--- src/bank_defines.svh ---
/*
 * offsets, field layouts, reset values and timing counts of the
 * secondary configuration register bank.
 * assumes byte addresses on a 32-bit register bus.
 */
`ifndef BANK_DEFINES_SVH
`define BANK_DEFINES_SVH

// ****************************************************************
// register byte offsets
// ****************************************************************
`define OFS_ARB_PRIO 8'h48
`define OFS_LINE_LAT 8'h4c
`define OFS_WIN_BASE 8'h50
`define OFS_XLAT_BASE 8'he0
`define OFS_WIN_SETUP 8'he4

// ****************************************************************
// reset values and writable bit masks
// ****************************************************************
`define ARB_RESET 32'h0040_01ff
`define ARB_WMASK 32'h7fc0_01ff
`define LINE_WMASK 8'h3c
`define LAT_PCI 8'h00
`define LAT_PCIX 8'h40
`define HDR_VALUE 16'h0000
`define WIN_BASE_RESET 20'h00000
`define SETUP_RESET 32'h0000_0000
`define XLAT_RESET 32'h0000_0000

// ****************************************************************
// answers and timing counts
// ****************************************************************
`define RESP_OKAY 2'b00
`define RESP_SLVERR 2'b10
`define STRAP_SETTLE 2'd3

`endif

--- src/bank_pkg.sv ---
/*
 * types of the secondary configuration register bank.
 * assumes bank_defines.svh is on the include path.
 */
package bank_pkg;

    // ************************************************************
    // bus carriers
    // ************************************************************
    typedef struct packed {
        logic awvalid;
        logic [31:0] awaddr;
        logic wvalid;
        logic [31:0] wdata;
        logic [3:0] wstrb;
        logic bready;
        logic arvalid;
        logic [31:0] araddr;
        logic rready;
    } axil_req_t;

    typedef struct packed {
        logic awready;
        logic wready;
        logic bvalid;
        logic [1:0] bresp;
        logic arready;
        logic rvalid;
        logic [31:0] rdata;
        logic [1:0] rresp;
    } axil_rsp_t;

    // ************************************************************
    // window decode and configuration carriers
    // ************************************************************
    typedef struct packed {
        logic valid;
        logic [31:0] addr;
    } dec_req_t;

    typedef struct packed {
        logic valid;
        logic hit_csr;
        logic hit_upstream;
        logic [31:0] addr;
    } dec_rsp_t;

    typedef struct packed {
        logic [8:0] arb_enable;
        logic [8:0] arb_high_prio;
        logic [7:0] line_size;
        logic [7:0] latency;
    } cfg_t;

endpackage

--- src/secondary_config_register_bank.sv ---
/*
 * secondary side configuration register bank: arbiter priority and
 * enables, line size, latency limit, header kind, the csr and upstream
 * window base with its setup and translated base, and the window decode.
 * assumes an axi4-lite master on aclk, a setup loader (eeprom, smbus or
 * local processor) on aclk, and direction and bus mode straps as pins.
 */
// The AXI4-Lite interface to the registers was left to the implementer.
`timescale 1ns/1ps
`include "bank_defines.svh"

module secondary_config_register_bank (
    input wire logic aclk,
    input wire logic aresetn,
    input wire bank_pkg::axil_req_t axil_req,
    output bank_pkg::axil_rsp_t axil_rsp,
    input wire logic setup_load_valid,
    input wire logic [31:0] setup_load_data,
    input wire logic reverse_pin,
    input wire logic pcix_pin,
    input wire bank_pkg::dec_req_t dec_req,
    output bank_pkg::dec_rsp_t dec_rsp,
    output bank_pkg::cfg_t cfg
);
    import bank_pkg::*;

    // ************************************************************
    // state
    // ************************************************************
    typedef struct packed {
        logic aw_full;
        logic [31:0] aw_addr;
        logic w_full;
        logic [31:0] w_data;
        logic [3:0] w_strb;
        logic bvalid;
        logic [1:0] bresp;
        logic rvalid;
        logic [1:0] rresp;
        logic [31:0] rdata;
        logic [31:0] arb;
        logic [7:0] line;
        logic [7:0] lat;
        logic [19:0] base;
        logic [31:0] xlat;
        logic [31:0] setup;
        logic rev_s1;
        logic rev_s2;
        logic pcix_s1;
        logic pcix_s2;
        logic [1:0] settle;
        logic lat_loaded;
        logic dec_valid;
        logic dec_csr;
        logic dec_up;
        logic [31:0] dec_addr;
    } state_t;

    state_t s_q;
    state_t s_d;

    // ************************************************************
    // helpers
    // ************************************************************
    function automatic logic [31:0] merge(
        input logic [31:0] old_v,
        input logic [31:0] new_v,
        input logic [3:0] strb,
        input logic [31:0] wmask
    );
        logic [31:0] be;
        be = {{8{strb[3]}}, {8{strb[2]}}, {8{strb[1]}}, {8{strb[0]}}};
        merge = (old_v & ~(be & wmask)) | (new_v & be & wmask);
    endfunction

    function automatic logic mapped(input logic [31:0] a);
        mapped = (a[31:8] == 24'h000000) && (a[1:0] == 2'b00) &&
            (a[7:0] == `OFS_ARB_PRIO || a[7:0] == `OFS_LINE_LAT ||
             a[7:0] == `OFS_WIN_BASE || a[7:0] == `OFS_XLAT_BASE ||
             a[7:0] == `OFS_WIN_SETUP);
    endfunction

    // ************************************************************
    // read view of each register
    // ************************************************************
    logic [31:0] arb_view;
    logic [31:0] line_lat_view;
    logic [31:0] base_view;
    logic [19:0] win_mask;

    always_comb begin
        arb_view = s_q.arb & `ARB_WMASK;
        line_lat_view = {`HDR_VALUE,
            s_q.rev_s2 ? 8'h00 : s_q.lat,
            s_q.line & `LINE_WMASK};
        base_view = {s_q.base, 8'h00, s_q.setup[3], s_q.setup[2:1],
            1'b0};
        win_mask = s_q.setup[31:12];
    end

    // ************************************************************
    // bus handshakes
    // ************************************************************
    logic aw_take;
    logic w_take;
    logic ar_take;
    logic do_write;

    always_comb begin
        axil_rsp.awready = !s_q.aw_full && !s_q.bvalid;
        axil_rsp.wready = !s_q.w_full && !s_q.bvalid;
        axil_rsp.bvalid = s_q.bvalid;
        axil_rsp.bresp = s_q.bresp;
        axil_rsp.arready = !s_q.rvalid;
        axil_rsp.rvalid = s_q.rvalid;
        axil_rsp.rdata = s_q.rdata;
        axil_rsp.rresp = s_q.rresp;
        aw_take = axil_req.awvalid && axil_rsp.awready;
        w_take = axil_req.wvalid && axil_rsp.wready;
        ar_take = axil_req.arvalid && axil_rsp.arready;
        // commit one cycle after both halves are held
        do_write = s_q.aw_full && s_q.w_full;
    end

    // ************************************************************
    // write decode
    // ************************************************************
    // one strobe per register, none for an unmapped address
    logic wr_hit;
    logic wr_arb;
    logic wr_line;
    logic wr_base;
    logic wr_xlat;
    logic wr_setup;

    always_comb begin
        wr_hit = do_write && mapped(s_q.aw_addr);
        wr_arb = 1'b0;
        wr_line = 1'b0;
        wr_base = 1'b0;
        wr_xlat = 1'b0;
        wr_setup = 1'b0;
        if (!wr_hit) begin
            wr_arb = 1'b0;
        end else if (s_q.aw_addr[7:0] == `OFS_ARB_PRIO) begin
            wr_arb = 1'b1;
        end else if (s_q.aw_addr[7:0] == `OFS_LINE_LAT) begin
            wr_line = 1'b1;
        end else if (s_q.aw_addr[7:0] == `OFS_WIN_BASE) begin
            wr_base = 1'b1;
        end else if (s_q.aw_addr[7:0] == `OFS_XLAT_BASE) begin
            wr_xlat = 1'b1;
        end else if (s_q.aw_addr[7:0] == `OFS_WIN_SETUP) begin
            wr_setup = 1'b1;
        end
    end

    // ************************************************************
    // read decode
    // ************************************************************
    // unmapped or unaligned reads answer zero with an error
    logic rd_hit;
    logic [31:0] rd_word;

    always_comb begin
        rd_hit = mapped(axil_req.araddr);
        rd_word = 32'h0000_0000;
        if (!rd_hit) begin
            rd_word = 32'h0000_0000;
        end else if (axil_req.araddr[7:0] == `OFS_ARB_PRIO) begin
            rd_word = arb_view;
        end else if (axil_req.araddr[7:0] == `OFS_LINE_LAT) begin
            rd_word = line_lat_view;
        end else if (axil_req.araddr[7:0] == `OFS_WIN_BASE) begin
            rd_word = base_view;
        end else if (axil_req.araddr[7:0] == `OFS_XLAT_BASE) begin
            rd_word = s_q.xlat;
        end else if (axil_req.araddr[7:0] == `OFS_WIN_SETUP) begin
            rd_word = s_q.setup;
        end
    end

    // ************************************************************
    // window match
    // ************************************************************
    // the window opens only once setup bit 31 is set
    logic win_hit;
    logic [31:0] win_off;

    always_comb begin
        win_off = dec_req.addr & ~{win_mask, 12'h000};
        win_hit = dec_req.valid && win_mask[19] &&
            ((dec_req.addr[31:12] & win_mask) == (s_q.base & win_mask));
    end

    // ************************************************************
    // next state
    // ************************************************************
    logic [31:0] line_word;
    logic [31:0] lat_word;
    logic [31:0] base_word;

    always_comb begin
        s_d = s_q;
        line_word = 32'h0000_0000;
        lat_word = 32'h0000_0000;
        base_word = 32'h0000_0000;

        // straps cross in through two flops each
        s_d.rev_s1 = reverse_pin;
        s_d.rev_s2 = s_q.rev_s1;
        s_d.pcix_s1 = pcix_pin;
        s_d.pcix_s2 = s_q.pcix_s1;

        // write address and data, either order
        if (aw_take) begin
            s_d.aw_full = 1'b1;
            s_d.aw_addr = axil_req.awaddr;
        end
        if (w_take) begin
            s_d.w_full = 1'b1;
            s_d.w_data = axil_req.wdata;
            s_d.w_strb = axil_req.wstrb;
        end

        if (do_write) begin
            s_d.aw_full = 1'b0;
            s_d.w_full = 1'b0;
            s_d.bvalid = 1'b1;
            s_d.bresp = wr_hit ? `RESP_OKAY : `RESP_SLVERR;
            if (wr_hit) begin
                if (wr_arb) begin
                    s_d.arb = merge(s_q.arb, s_q.w_data, s_q.w_strb,
                        `ARB_WMASK);
                end else if (wr_line) begin
                    // only the four size bits of the line byte take data, and the latency byte unless reversed
                    line_word = merge({24'h0, s_q.line}, s_q.w_data,
                        s_q.w_strb, {24'h0, `LINE_WMASK});
                    s_d.line = line_word[7:0];
                    lat_word = merge({16'h0, s_q.lat, 8'h0}, s_q.w_data,
                        s_q.w_strb,
                        s_q.rev_s2 ? 32'h0000_0000 : 32'h0000_ff00);
                    s_d.lat = lat_word[15:8];
                end else if (wr_base) begin
                    base_word = merge({s_q.base, 12'h000}, s_q.w_data,
                        s_q.w_strb, {win_mask, 12'h000});
                    s_d.base = base_word[31:12];
                end else if (wr_xlat) begin
                    s_d.xlat = merge(s_q.xlat, s_q.w_data, s_q.w_strb,
                        32'hffff_f000);
                end else if (wr_setup) begin
                    s_d.setup = merge(s_q.setup, s_q.w_data, s_q.w_strb,
                        32'hffff_f00e);
                end
            end
        end
        if (s_q.bvalid && axil_req.bready) begin
            s_d.bvalid = 1'b0;
        end

        // serial loader wins over a bus write in the same cycle
        if (setup_load_valid) begin
            s_d.setup = setup_load_data & 32'hffff_f00e;
        end

        // reads answer one cycle after the address is taken
        if (ar_take) begin
            // answer stands until rready is seen
            s_d.rvalid = 1'b1;
            s_d.rdata = rd_word;
            s_d.rresp = rd_hit ? `RESP_OKAY
                : `RESP_SLVERR;
        end else if (s_q.rvalid && axil_req.rready) begin
            s_d.rvalid = 1'b0;
        end

        // latency reset value waits for the straps to settle
        if (!s_q.lat_loaded) begin
            if (s_q.settle == `STRAP_SETTLE) begin
                s_d.lat_loaded = 1'b1;
                s_d.lat = (!s_q.rev_s2 && s_q.pcix_s2) ? `LAT_PCIX
                    : `LAT_PCI;
            end else begin
                s_d.settle = s_q.settle + 2'd1;
            end
        end
        // reverse direction keeps the field at zero
        if (s_q.rev_s2) begin
            s_d.lat = 8'h00;
        end

        // window decode, bit 31 of setup opens it
        s_d.dec_valid = dec_req.valid;
        s_d.dec_csr = 1'b0;
        s_d.dec_up = 1'b0;
        s_d.dec_addr = 32'h0000_0000;
        if (win_hit) begin
            if (win_off[31:12] == 20'h00000) begin
                // own registers in the lowest 4KB
                s_d.dec_csr = 1'b1;
                s_d.dec_addr = {20'h00000, win_off[11:0]};
            end else begin
                s_d.dec_up = 1'b1;
                s_d.dec_addr = (s_q.xlat & {win_mask, 12'h000}) | win_off;
            end
        end
    end

    // ************************************************************
    // registers
    // ************************************************************
    always_ff @(posedge aclk) begin
        if (!aresetn) begin
            s_q <= '0;
            s_q.arb <= `ARB_RESET;
            s_q.base <= `WIN_BASE_RESET;
            s_q.setup <= `SETUP_RESET;
            s_q.xlat <= `XLAT_RESET;
            s_q.bresp <= `RESP_OKAY;
            s_q.rresp <= `RESP_OKAY;
        end else begin
            s_q <= s_d;
        end
    end

    // ************************************************************
    // outputs
    // ************************************************************
    always_comb begin
        cfg.arb_enable = s_q.arb[8:0];
        cfg.arb_high_prio = s_q.arb[30:22];
        cfg.line_size = s_q.line & `LINE_WMASK;
        cfg.latency = s_q.rev_s2 ? 8'h00 : s_q.lat;
        dec_rsp.valid = s_q.dec_valid;
        dec_rsp.hit_csr = s_q.dec_csr;
        dec_rsp.hit_upstream = s_q.dec_up;
        dec_rsp.addr = s_q.dec_addr;
    end

endmodule // secondary_config_register_bank

--- config.mk ---
export PLATFORM = sky130hd
export DESIGN_NAME = secondary_config_register_bank
export DESIGN_NICKNAME = d
export VERILOG_FILES = /design/src/bank_pkg.sv /design/src/secondary_config_register_bank.sv
export VERILOG_INCLUDE_DIRS = /design/src
export SDC_FILE = /design/constraint.sdc
export NUM_CORES = 1
export LEC_CHECK = 0
export BUFFER_PORTS_ARGS = -buffer_cell sky130_fd_sc_hd__buf_2
export CAP_MARGIN = 20
export CORE_ASPECT_RATIO = 0.8
export CORE_MARGIN = 8
export CORE_UTILIZATION = 45
export CTS_BUF_LIST = sky130_fd_sc_hd__clkbuf_2 sky130_fd_sc_hd__clkbuf_4 sky130_fd_sc_hd__clkbuf_8
export DETAILED_ROUTE_END_ITERATION = 10
export PLACE_DENSITY = 0.75
export SYNTH_ARGS = -nofsm -noshare
export SYNTH_HDL_FRONTEND = slang
export SYNTH_SLANG_ARGS = --single-unit
--- constraint.sdc ---
create_clock -name aclk -period 3.1 [get_ports aclk]
set_clock_uncertainty 0.05 [all_clocks]
set_input_delay 0.93 -clock aclk [delete_from_list [all_inputs] [get_ports aclk]]
set_output_delay 0.93 -clock aclk [all_outputs]
set_load 0.05 [all_outputs]
* Yosys cells after proc, flatten, opt, wreduce, memory -nomap -nowiden
Index checks and enable logic that the tools add are counted.
** Cells by class
- Bitwise logic cells :: 37
- Equality and inequality tests :: 16
- Reductions and logical operators :: 51
- Add/sub/neg operators :: 1
- Multiplexer cells :: 51
** Operator list (count)
- two-way mux 32 bit :: 10
- AND 32 bit :: 9
- two-way mux 92 bit :: 3
- inverter 32 bit :: 4
- OR 32 bit :: 4
- two-way mux 84 bit :: 1
- two-way mux 64 bit :: 1
- AND 16 bit :: 3
- equality test 8 x 7 -> 1 bit (second input constant) :: 6
- logical NOT 24 bit :: 2
- AND 20 bit :: 2
- equality test 8 bit (second input constant) :: 4
- two-way mux 8 bit :: 4
- inverter 31 -> 32 bit :: 1
- OR 32 x 31 -> 32 bit :: 1
- two-way mux 1 bit :: 26
- equality test 20 bit :: 1
- logical NOT 20 bit :: 1
- two-way mux 20 bit :: 1
- logical AND 1 bit :: 16
- two-way mux 16 bit :: 1
- inverter 16 bit :: 1
- OR 16 bit :: 1
- AND reduction 7 bit :: 2
- other kinds (21) :: 51
** Storage, ports and cells
- Register bits :: 282
- Output and inout bits :: 110
- Logic and storage cells :: 184
- Input port bits :: 175

* Longest topological paths before layout
Gate-level depths: netlist of the first run.
- Depth after elaboration :: 17
- Depth in mapped cells :: 7
- Depth with buffers taken out :: 5

* Worst setup path after synthesis of the first run
Ideal clock, no wire load.
- Path kind :: input to register
- Start point :: in axil_req[4] in the netlist's numbering
- End point :: reg s_q (netlist bit axil_rsp[1])
- Data arrival time :: 2368 ps
- Buffers on the path :: 1
- Required time :: 2928 ps
- Setup slack :: 560 ps
- Setup time :: 122 ps
- Cell stages on the path :: 5
- Cells stage by stage :: or3_1 -> nor3_1 -> clkbuf_1 -> nor2_1 -> o311a_1
** Between the ends
- Cells in the longest elaborated chain, start to end :: 7
** Ends and longest elaborated chain
- start: declaration :: line secondary_config_register_bank.sv:15 : input wire bank_pkg::axil_req_t axil_req,
- equality test 8 x 7 -> 1 bit (no line)
- logical OR 1 bit (no line) (3 in series)
- logical OR 1 bit (no line) (*)
- logical AND 1 bit (*) :: line secondary_config_register_bank.sv:77 : mapped = (a[31:8] == 24'h000000) && (a[1:0] == 2'b00) &&
- two-way mux 2 bit (no line) (*)
- end: declaration :: line secondary_config_register_bank.sv:59 : state_t s_q;
Mark *: on every way between the ends. The rest lies on a longest branch, timed or not.
A chain may end at the register's enable or synchronous reset.

* Worst setup path after layout of the first run
- Start point :: reg s_q[273] in the netlist's numbering
- End point :: reg s_q[67] in the netlist's numbering
** Between the ends
- Cells in the longest elaborated chain, start to end :: 7
** Ends and longest elaborated chain
- logical NOT 24 bit (*) :: line secondary_config_register_bank.sv:77
- logical AND 1 bit (*) (2 in series) :: line secondary_config_register_bank.sv:77
- logical AND 1 bit (*) :: line secondary_config_register_bank.sv:137 : wr_hit = do_write && mapped(s_q.aw_addr);
- two-way mux 1 bit :: line secondary_config_register_bank.sv:143 : if (!wr_hit) begin
- != test 2 bit (no line) / nonzero test 2 bit (equally long branches)
- AND reduction 7 bit (no line) (*)
Marks and branches as above.

==> impl_metrics.yaml, run 1 <==
status:
  status: "complete, no violations"
timing:
  max_slew.worst_pin.slew_ns: 0.7740
  rsz0062_at_grt: "false"
  finalSetupTns_ns: 0
  relSlewSlack_pct: 48.01
  drv_slew: 0
  period_needed_ns: 2.594
  max_freq_ghz: 0.3855
  hold_violations: 0
  post-route-period-util_pct: 83.67
  setup_viol: 0
worst_setup_path:
  path_buf_inv: 0
  rrSetupSlack_ns: 0.51
  path_common_cell: "and4_1"
  r2r_start: "s_q[273]"
  cp_max_fo: 7
  cp_data_arrival_time_ns: 2.98
  crit_slowest_cell: "and4_1"
  ff2ff_path_depth: 5
  path_class: "reg -> reg"
  cp_data_required_time_ns: 3.48
  r2r_end: "s_q[67]"
  start_kind: "register"
  crit_path_end_kind: "register"
  critPathTopFamily: "simple AND/OR/NAND/NOR gates"
  crit_chain: "nor4_4 -> and4_1 -> and4_1 -> nand3b_2 -> o221a_2"
  cp_slowest_stage_delay_ns: 0.60
global_route:
  grt_max_degree: 43
  grt-ovfl-total: 0
  grt_pass1_vias: 9862
  grt_pass1_wl_um: 54070
  antenna_found_initial: 2
  grt_usage_pct: 22.91
placement:
  portBuffers: 269
  gp_routability_congestion: 0.8857
  dp_hpwl_um: 26210
  place_area_um2: 12040
clock_tree:
  cts.sinks: 241
  cts_resized: 0
  htreeDepth: 2
  ctsHoldBuffers: 0
  clockBufferDepth: 3
  worst_skew_pair.late_latency_ns: 0.55
  cts-root-buf: "clkbuf_8"
  numCtsBuffers: 41
  cts_tree: "done"
  clk_pin_slew_ns: 0.06
  postCtsSetupRepairBufs: 0
layout:
  area_delta_synth_final_pct: 17.32
  design_area_um2: 12930
  fillers: 2249
  drive_gt1_share_pct: 28.17
  nets: 1637
logic_synthesis:
  yosysUniqueCellTypes: 58
  netlist_instances: 1281
  synth-async-reset-ratio_pct: 0
  syn_area_um2: 11020
  yosysSeqAreaShare_pct: 43.77
  ys_seq_elements: 241
  dominantRegCellSynth: "dfxtp_1"
  syn_avg_cell_area_um2: 8.605
  ys_warn_count: 0
  synth_edf_count: 0
route:
  via_per_inst: 5.427
  drt_iter0_markers: 791
  drtAntennaViolNets: 0
  drc: 0
  detail_route.first_pass.iterations: 5
  routed_wl_um: 35480
  routedWlPerCell_um: 19.58
  vias: 9834
hold_path:
  hold_path_depth: 1
  hp-class: "reg -> reg"
  min_to: "s_q[38]"
  hold_path.startpoint: "s_d[38]"
floorplanning:
  num_rows: 51
  die_area_um2: 29790
  core_um2: 24180
  die_w_um: 191.0
  initial_core_util_pct: 45.58
  pin_count: 285
  die_h_um: 156.0
power_and_ir_drop:
  leakagePower_nw: 5.874
  ir_drop_mv: 0.3722
  p_per_area_nw_per_um2: 548.5
flow_run:
  drv_cap: 0
[per-stage QoR]
step           power [mW]  std cells  utilization, %  setup slack (ns)  hold slack [ns]
4_1_cts             7.137       1809           53.44            0.5260           0.3895
6_report            7.093       1812           53.47            0.5062           0.3897
5_1_grt             7.381       1810           53.45            0.3663           0.3984
2_1_floorplan       3.831       1286               -            0.5600           0.3619
3_3_place_gp        4.100       1736           49.79            0.3481           0.3679
3_5_place_dp        4.121       1736           49.79            0.2941           0.3679
[where the power goes]
part | leakage, nW | switching, mW | internal, mW | total, mW
combinational | 3.44 | 0.454 | 0.281 | 0.736
sequential | 1.96 | 0.121 | 3.21 | 3.33
clock | 0.475 | 1.30 | 1.73 | 3.03
[layer usage]
| metal | wire length [um] | track usage [%] | vias to the layer above |
|---|---|---|---|
| met4 | 1289 | 9.919 | 2 |
| li1 | - | - | 4688 |
| met1 | 15150 | 29.65 | 4586 |
| met2 | 15100 | 33.80 | 474 |
| met3 | 3919 | 8.222 | 84 |
| met5 | 13 | 0 | - |
[kinds of logic (layout without fill, tap and decap cells)]
group | after synthesis | after routing | share of synthesized area [%]
AOI/OAI and AO/OA | 241 | 241 | 14.18
xor gates and xnor gates | 21 | 21 | 1.669
adders and majority gates | 1 | 1 | 0.1135
buffers and inverters | 207 | 412 | 10.58
DFF | 241 | 241 | 43.77
muxes | 93 | 93 | 8.536
other | 1 | 9 | 0.03402
and+or+nand+nor | 476 | 476 | 21.12
[worst reg2reg max path: cells and delay by family, from the launching register on]
kind / cells / cell delay, ns
AOI/OAI and AO/OA: 1 / 0.34
DFF: 1 / 0.33
and+or+nand+nor: 4 / 1.76
[final cells by class]
class / count / area [um^2] / area share, %
clock inverters: 5 / 35.03 / 0.2709
diodes: 3 / 7.507 / 0.05805
repair buffers: 301 / 1612 / 12.46
inverters: 38 / 145.1 / 1.122
well taps: 318 / 397.9 / 3.077
flip-flops and latches: 241 / 4825 / 37.31
multi-input cells: 838 / 5062 / 39.14
clock buffers: 68 / 848.3 / 6.560
[placed cells by master (no fill, tap or decap), types with 8 or more instances in the layout]
cell,instances
nor2b_1,32
a31oi_1,15
a32oi_1,15
nand4_1,12
nand2b_1,12
nor2_1,95
nand3_1,25
clkbuf_8,54
a21oi_1,131
nor3_1,23
nor4_1,12
dfxtp_1,241
buf_4,30
o21ai_0,12
inv_1,37
mux2_2,8
and2_1,10
clkbuf_4,14
buf_2,269
a22oi_1,15
o221a_2,14
xor2_1,20
nand2_1,215
mux2i_1,85
[Yosys cell counts, types with 11 or more instances]
cell | count | share of area, %
a32oi_1 | 15 | 1.2
clkbuf_1 | 53 | 1.8
o21ai_0 | 12 | 0.54
nor3_1 | 24 | 1.1
nor4_1 | 13 | 0.74
buf_2 | 11 | 0.50
xor2_1 | 20 | 1.6
o221a_2 | 14 | 1.4
nand2b_1 | 12 | 0.68
dfxtp_1 | 241 | 44
buf_4 | 100 | 6.8
inv_1 | 38 | 1.3
mux2i_1 | 85 | 7.7
a21oi_1 | 131 | 5.9
nand2_1 | 215 | 7.3
a22oi_1 | 15 | 1.0
nor2b_1 | 32 | 1.8
nand3_1 | 25 | 1.1
nand4_1 | 12 | 0.68
a31oi_1 | 15 | 0.85
nor2_1 | 95 | 3.2
[worst max-delay path by stage]
| stage | slack, ns | startpoint | cells after the start | end |
|---|---|---|---|---|
| after CTS | 0.53 | s_q[265] | 5 | s_q[69] |
| after detailed placement | 0.29 | axil_req[2] | 7 | axil_rsp[28] |
| final | 0.51 | s_q[273] | 5 | s_q[67] |
| after global placement | 0.35 | axil_req[2] | 7 | axil_rsp[25] |
| after global routing | 0.37 | s_q[265] | 5 | s_q[72] |
| after floorplan | 0.56 | axil_req[4] | 5 | axil_rsp[1] |
Power figures use the tool's default switching activity.
==> run 2, diff against run 1 <==
--- a/config.mk
+++ b/config.mk
@@ -6,6 +6,7 @@
 export SDC_FILE = /design/constraint.sdc
 export NUM_CORES = 1
 export LEC_CHECK = 0
+export ABC_AREA = 1
 export BUFFER_PORTS_ARGS = -buffer_cell sky130_fd_sc_hd__buf_2
 export CAP_MARGIN = 20
 export CORE_ASPECT_RATIO = 0.8
@@ -13,7 +14,7 @@
 export CORE_UTILIZATION = 45
 export CTS_BUF_LIST = sky130_fd_sc_hd__clkbuf_2 sky130_fd_sc_hd__clkbuf_4 sky130_fd_sc_hd__clkbuf_8
 export DETAILED_ROUTE_END_ITERATION = 10
-export PLACE_DENSITY = 0.75
+export PLACE_DENSITY = 0.74
 export SYNTH_ARGS = -nofsm -noshare
 export SYNTH_HDL_FRONTEND = slang
 export SYNTH_SLANG_ARGS = --single-unit
==> constraint.sdc (replaced) <==
create_clock -name aclk -period 2.4 [get_ports aclk]
set_clock_uncertainty 0.05 [all_clocks]
set_input_delay 0.72 -clock aclk [delete_from_list [all_inputs] [get_ports aclk]]
set_output_delay 0.72 -clock aclk [all_outputs]
set_load 0.05 [all_outputs]
==> impl_metrics.yaml, run 2 <==
logic_synthesis:
  ys_seq_elements: 241
  dominantRegCellSynth: "dfxtp_1"
  syn_area_um2: 11360
  ys_warn_count: 0
  yosysMostFrequentCell: "nand2_1"
  synth_area_leaders: "dfxtp_1, nand2_1, nor2_1"
  syn_avg_cell_area_um2: 6.904
  netlist_instances: 1646
  yosysSeqAreaShare_pct: 42.45
  synth-async-reset-ratio_pct: 0
  synth_top_cell_by_area: "dfxtp_1"
  synth_commonest_cells: "nand2_1, nor2_1, dfxtp_1, inv_1, a21oi_1"
  synth_edf_count: 0
  yosysUniqueCellTypes: 49
  yosys.area.top_type_share_pct: 42.45
route:
  routed_wl_um: 36230
  vias: 11166
  drt_iter0_markers: 825
  routedWlPerCell_um: 16.48
  route.met2.wl_um: 16130
  top_layer_used: "met5"
  route.met3.wl_um: 3714
  via_per_inst: 5.080
  drc: 0
  detail_route.first_pass.iterations: 6
  drtAntennaViolNets: 0
  met1_length_um: 15350
global_route:
  grt_pass1_wl_um: 55780
  grt_pass1_vias: 10639
  antenna_found_initial: 9
  grt_usage_pct: 22.67
  grt-ovfl-total: 0
  grt_max_degree: 63
placement:
  gp_routability_congestion: 0.9501
  dp.cells: 2129
  portBuffers: 269
  post-place-ws_ns: -0.05242
  dp_hpwl_um: 27730
  place_area_um2: 12550
floorplanning:
  initial_core_util_pct: 45.37
  num_rows: 52
  die_w_um: 193.7
  core_um2: 25050
  die_h_um: 158.1
  pin_count: 285
  die_area_um2: 30630
clock_tree:
  cts_tree: "done"
  postCtsSetupRepairBufs: 0
  cts.sinks: 241
  numCtsBuffers: 39
  htreeDepth: 2
  ctsHoldBuffers: 0
  clockBufferDepth: 3
  cts-root-buf: "clkbuf_8"
  worst_skew_pair.late_latency_ns: 0.54
  clk_pin_slew_ns: 0.06
  cts_resized: 0
status:
  status: "complete, no violations"
timing:
  worst_slack_ns: 0.1083
  drv_slew: 0
  max_slew.worst_pin.slew_ns: 0.7632
  setup_viol: 0
  finalSetupTns_ns: 0
  hold_ws_ns: 0.3308
  post-route-period-util_pct: 95.49
  max_freq_ghz: 0.4364
  period_needed_ns: 2.292
  rsz0062_at_grt: "false"
  relSlewSlack_pct: 49.06
  hold_violations: 0
worst_setup_path:
  r2r_start: "s_q[281]"
  rrSetupSlack_ns: 0.22
  ff2ff_path_depth: 11
  cp_max_fo: 7
  crit_path_end_kind: "primary output"
  path_class: "reg -> out"
  critPathLaunch: "s_q[40]"
  cp_data_arrival_time_ns: 1.52
  cp_data_required_time_ns: 1.63
  start_kind: "register"
  critPathCapture: "cfg[6]"
power_and_ir_drop:
  comb_power_share_pct: 11.5
  power_frac_seq_pct: 47.6
  p_clk_share_pct: 40.9
  leakagePower_nw: 6.501
  power_mw: 9.049
  ir_drop_mv: 0.4274
  p_sw_mw: 2.426
  p_per_area_nw_per_um2: 676.3
  switching_share_pct: 26.81
  p_int_mw: 6.623
layout:
  instances_no_fill: 2198
  area_delta_synth_final_pct: 17.73
  layout_commonest_cell: "nand2_1"
  nets: 2022
  final_cell_mix: "nand2_1, nor2_1, buf_2"
  drive_gt1_share_pct: 22.25
  fin_util_pct: 53.41
  design_area_um2: 13380
flow_run:
  drv_cap: 0
hold_path:
  hp-class: "in -> reg"
==> run 2: how the worst min path moves through the flow <==
stage	from	to	slack, ns	cells past startpoint
final	axil_req[34]	axil_rsp[38]	0.33	2
after detailed placement	s_d[40]	s_q[40]	0.35	2
after global placement	s_d[40]	s_q[40]	0.36	2
after CTS	axil_req[34]	axil_rsp[38]	0.30	2
after floorplan	s_d[38]	s_q[38]	0.34	2
after global routing	axil_req[34]	axil_rsp[38]	0.31	2
==> run 2: power groups by stage <==
stage | sequential (mW) | combinational, mW | clock [mW]
final | 4.31 | 1.04 | 3.70
after global routing | 4.32 | 1.16 | 3.96
after CTS | 4.30 | 1.04 | 3.77
after detailed placement | 4.39 | 1.03 | 0
after global placement | 4.38 | 1.01 | 0
after floorplan | 4.35 | 0.689 | 0
==> run 2: critical path, cell delays in order, from the launching register on <==
cell     delay, ns
dfxtp_1       0.39
nor2_1        0.28
buf_2         0.33
==> run 2: layout make-up <==
class	instances	area, um^2
Multi-Input combinational cell	1097	4950
Clock buffer	61	789.5
Timing Repair Buffer	325	1837
Antenna cell	4	10.01
Inverter	142	535.5
Clock inverter	4	27.53
Sequential cell	241	4825
Tap cell	324	405.4
Fill cell	2468	11670
==> run 2: cell families after synthesis <==
group | synth area share, %
mux | 0.08808
simple gates | 28.64
xor+xnor | 0.07708
other cells | 0.03300
compound gates | 14.42
buf+inv | 14.18
flops | 42.45
fa+ha+maj | 0.1101
==> run 2: routing by layer <==
layer  GRT usage (%)  vias up
met5               0        -
met4           8.303       10
met3           7.436       83
met2           36.30      468
met1           28.28     5054
li1                -     5551
==> run 3, diff against run 2 <==
--- a/config.mk
+++ b/config.mk
@@ -7,14 +7,14 @@
 export NUM_CORES = 1
 export LEC_CHECK = 0
 export ABC_AREA = 1
-export BUFFER_PORTS_ARGS = -buffer_cell sky130_fd_sc_hd__buf_2
+export BUFFER_PORTS_ARGS = -buffer_cell sky130_fd_sc_hd__clkbuf_2
 export CAP_MARGIN = 20
 export CORE_ASPECT_RATIO = 0.8
 export CORE_MARGIN = 8
 export CORE_UTILIZATION = 45
 export CTS_BUF_LIST = sky130_fd_sc_hd__clkbuf_2 sky130_fd_sc_hd__clkbuf_4 sky130_fd_sc_hd__clkbuf_8
 export DETAILED_ROUTE_END_ITERATION = 10
-export PLACE_DENSITY = 0.74
+export PLACE_DENSITY = 0.77
 export SYNTH_ARGS = -nofsm -noshare
 export SYNTH_HDL_FRONTEND = slang
 export SYNTH_SLANG_ARGS = --single-unit
==> constraint.sdc (replaced) <==
create_clock -name aclk -period 1.9 [get_ports aclk]
set_clock_uncertainty 0.05 [all_clocks]
set_input_delay 0.57 -clock aclk [delete_from_list [all_inputs] [get_ports aclk]]
set_output_delay 0.57 -clock aclk [all_outputs]
set_load 0.05 [all_outputs]
==> impl_metrics.yaml, run 3 (synthesis gave the netlist of run 2 again) <==
global_route:
  grt_pass1_wl_um: 58410
  antenna_found_initial: 4
  grt_max_degree: 42
  grt_usage_pct: 23.64
  grt-ovfl-total: 0
  grt_pass1_vias: 11205
hold_path:
  hp-class: "in -> reg"
  hold_path.startpoint: "axil_req[34]"
timing:
  setup_viol: 14
  relSlewSlack_pct: 52.91
  period_needed_ns: 1.951
  drv_slew: 0
  hold_ws_ns: 0.1603
  hold_violations: 0
  max_slew.worst_pin.slew_ns: 0.7056
  worst_slack_ns: -0.05108
  max_freq_ghz: 0.5125
  rsz0062_at_grt: "true"
  post-route-period-util_pct: 102.7
worst_setup_path:
  cp_max_fo: 5
  critPathLaunch: "s_q[267]"
  rrSetupSlack_ns: -0.05
  r2r_start: "s_q[267]"
  ff2ff_path_depth: 11
  cp_data_required_time_ns: 2.28
  cp_data_arrival_time_ns: 2.33
  path_class: "reg -> reg"
  crit_path_end_kind: "register"
  start_kind: "register"
floorplanning:
  initial_core_util_pct: 45.37
  pin_count: 285
  die_area_um2: 30630
  core_um2: 25050
  num_rows: 52
  die_h_um: 158.1
  die_w_um: 193.7
layout:
  design_area_um2: 14880
  nets: 2110
  final_cell_mix: "nand2_1, nor2_1, clkbuf_2"
  layout_commonest_cell: "nand2_1"
  drive_gt1_share_pct: 32.16
  fillers: 2314
  instances_no_fill: 2290
  area_delta_synth_final_pct: 30.90
placement:
  dp.cells: 2208
  dp_hpwl_um: 28620
  place_area_um2: 13240
  gp_routability_congestion: 0.9437
  portBuffers: 269
route:
  drc: 0
  drtAntennaViolNets: 0
  routed_wl_um: 38060
  detail_route.first_pass.iterations: 7
  routedWlPerCell_um: 16.62
  vias: 11663
  drt_iter0_markers: 920
  via_per_inst: 5.093
clock_tree:
  clockBufferDepth: 3
  ctsHoldBuffers: 0
  worst_skew_pair.late_latency_ns: 0.55
  numCtsBuffers: 40
  htreeDepth: 2
  cts.sinks: 241
  cts_tree: "done"
  clk_pin_slew_ns: 0.06
  cts-root-buf: "clkbuf_8"
power_and_ir_drop:
  ir_drop_mv: 0.4575
  p_per_area_nw_per_um2: 790.5
  leakagePower_nw: 7.079
status:
  status: "finished with violations"
  violations: "negative setup slack"
flow_run:
  drv_cap: 0
## run 3: critical path, stage by stage, from the launching register on
cell and delay [ns]:
dfxtp_2 0.31, inv_2 0.07, nand2_4 0.06, nor3_4 0.23, nand2_4 0.10, nor2_8 0.16, nand2_8 0.09, nor3_4 0.32
nand2_4 0.14, clkbuf_16 0.19, nor2_1 0.08, nor2_1 0.05
## run 3: how the worst min path moves through the flow
stage                        end  slack, ns  cells after the start
floorplan                s_q[38]       0.34                      2
global placement         s_q[40]       0.35                      2
detailed placement       s_q[40]       0.34                      2
CTS                 axil_rsp[38]       0.13                      2
global route        axil_rsp[38]       0.14                      2
finish              axil_rsp[38]       0.16                      2
## run 3: cell type report
class                           count  area, um^2  area share (%)
Antenna cell                        1       2.502         0.01682
Timing Repair Buffer              412        2794           18.78
Clock buffer                       66       795.8           5.349
Tap cell                          324       405.4           2.725
Clock inverter                      7       38.79          0.2607
Sequential cell                   241        4838           32.52
Multi-Input combinational cell   1097        5463           36.72
Inverter                          142       539.3           3.625
## run 3: routing by layer
metal | wire, um | up-vias | global-route usage [%] | part of all wire, %
li1 | - | 5735 | - | -
met2 | 17360 | 477 | 38.51 | 46
met1 | 15900 | 5374 | 29.76 | 42
met3 | 3834 | 71 | 6.990 | 10
met5 | 35 | - | 0 | 0.092
met4 | 919 | 6 | 7.864 | 2.4
## run 3: what timing repair did
action                     in CTS  in global routing
setup endpoints to repair      89                138
pin swaps                       6                 40
gates cloned                    0                  2
hold endpoints to repair        0                  0
resized for setup              59                158
setup buffers                   1                  6
## run 3: stage by stage
stage	setup WS, ns	TNS, ns	utilization (%)	power (mW)
2_1_floorplan	0.007124	0	-	6.366
3_3_place_gp	-0.3109	-14.75	52.85	6.929
3_5_place_dp	-0.4054	-19.92	52.85	6.974
4_1_cts	-0.07450	-0.4687	57.08	11.75
5_1_grt	-0.1621	-5.568	59.39	12.27
6_report	-0.05108	-0.3702	59.39	11.76
## run 3: report_power, final
part,switching [mW],internal (mW)
Clock,2.10,2.65
Sequential,0.161,5.28
Combinational,0.961,0.616
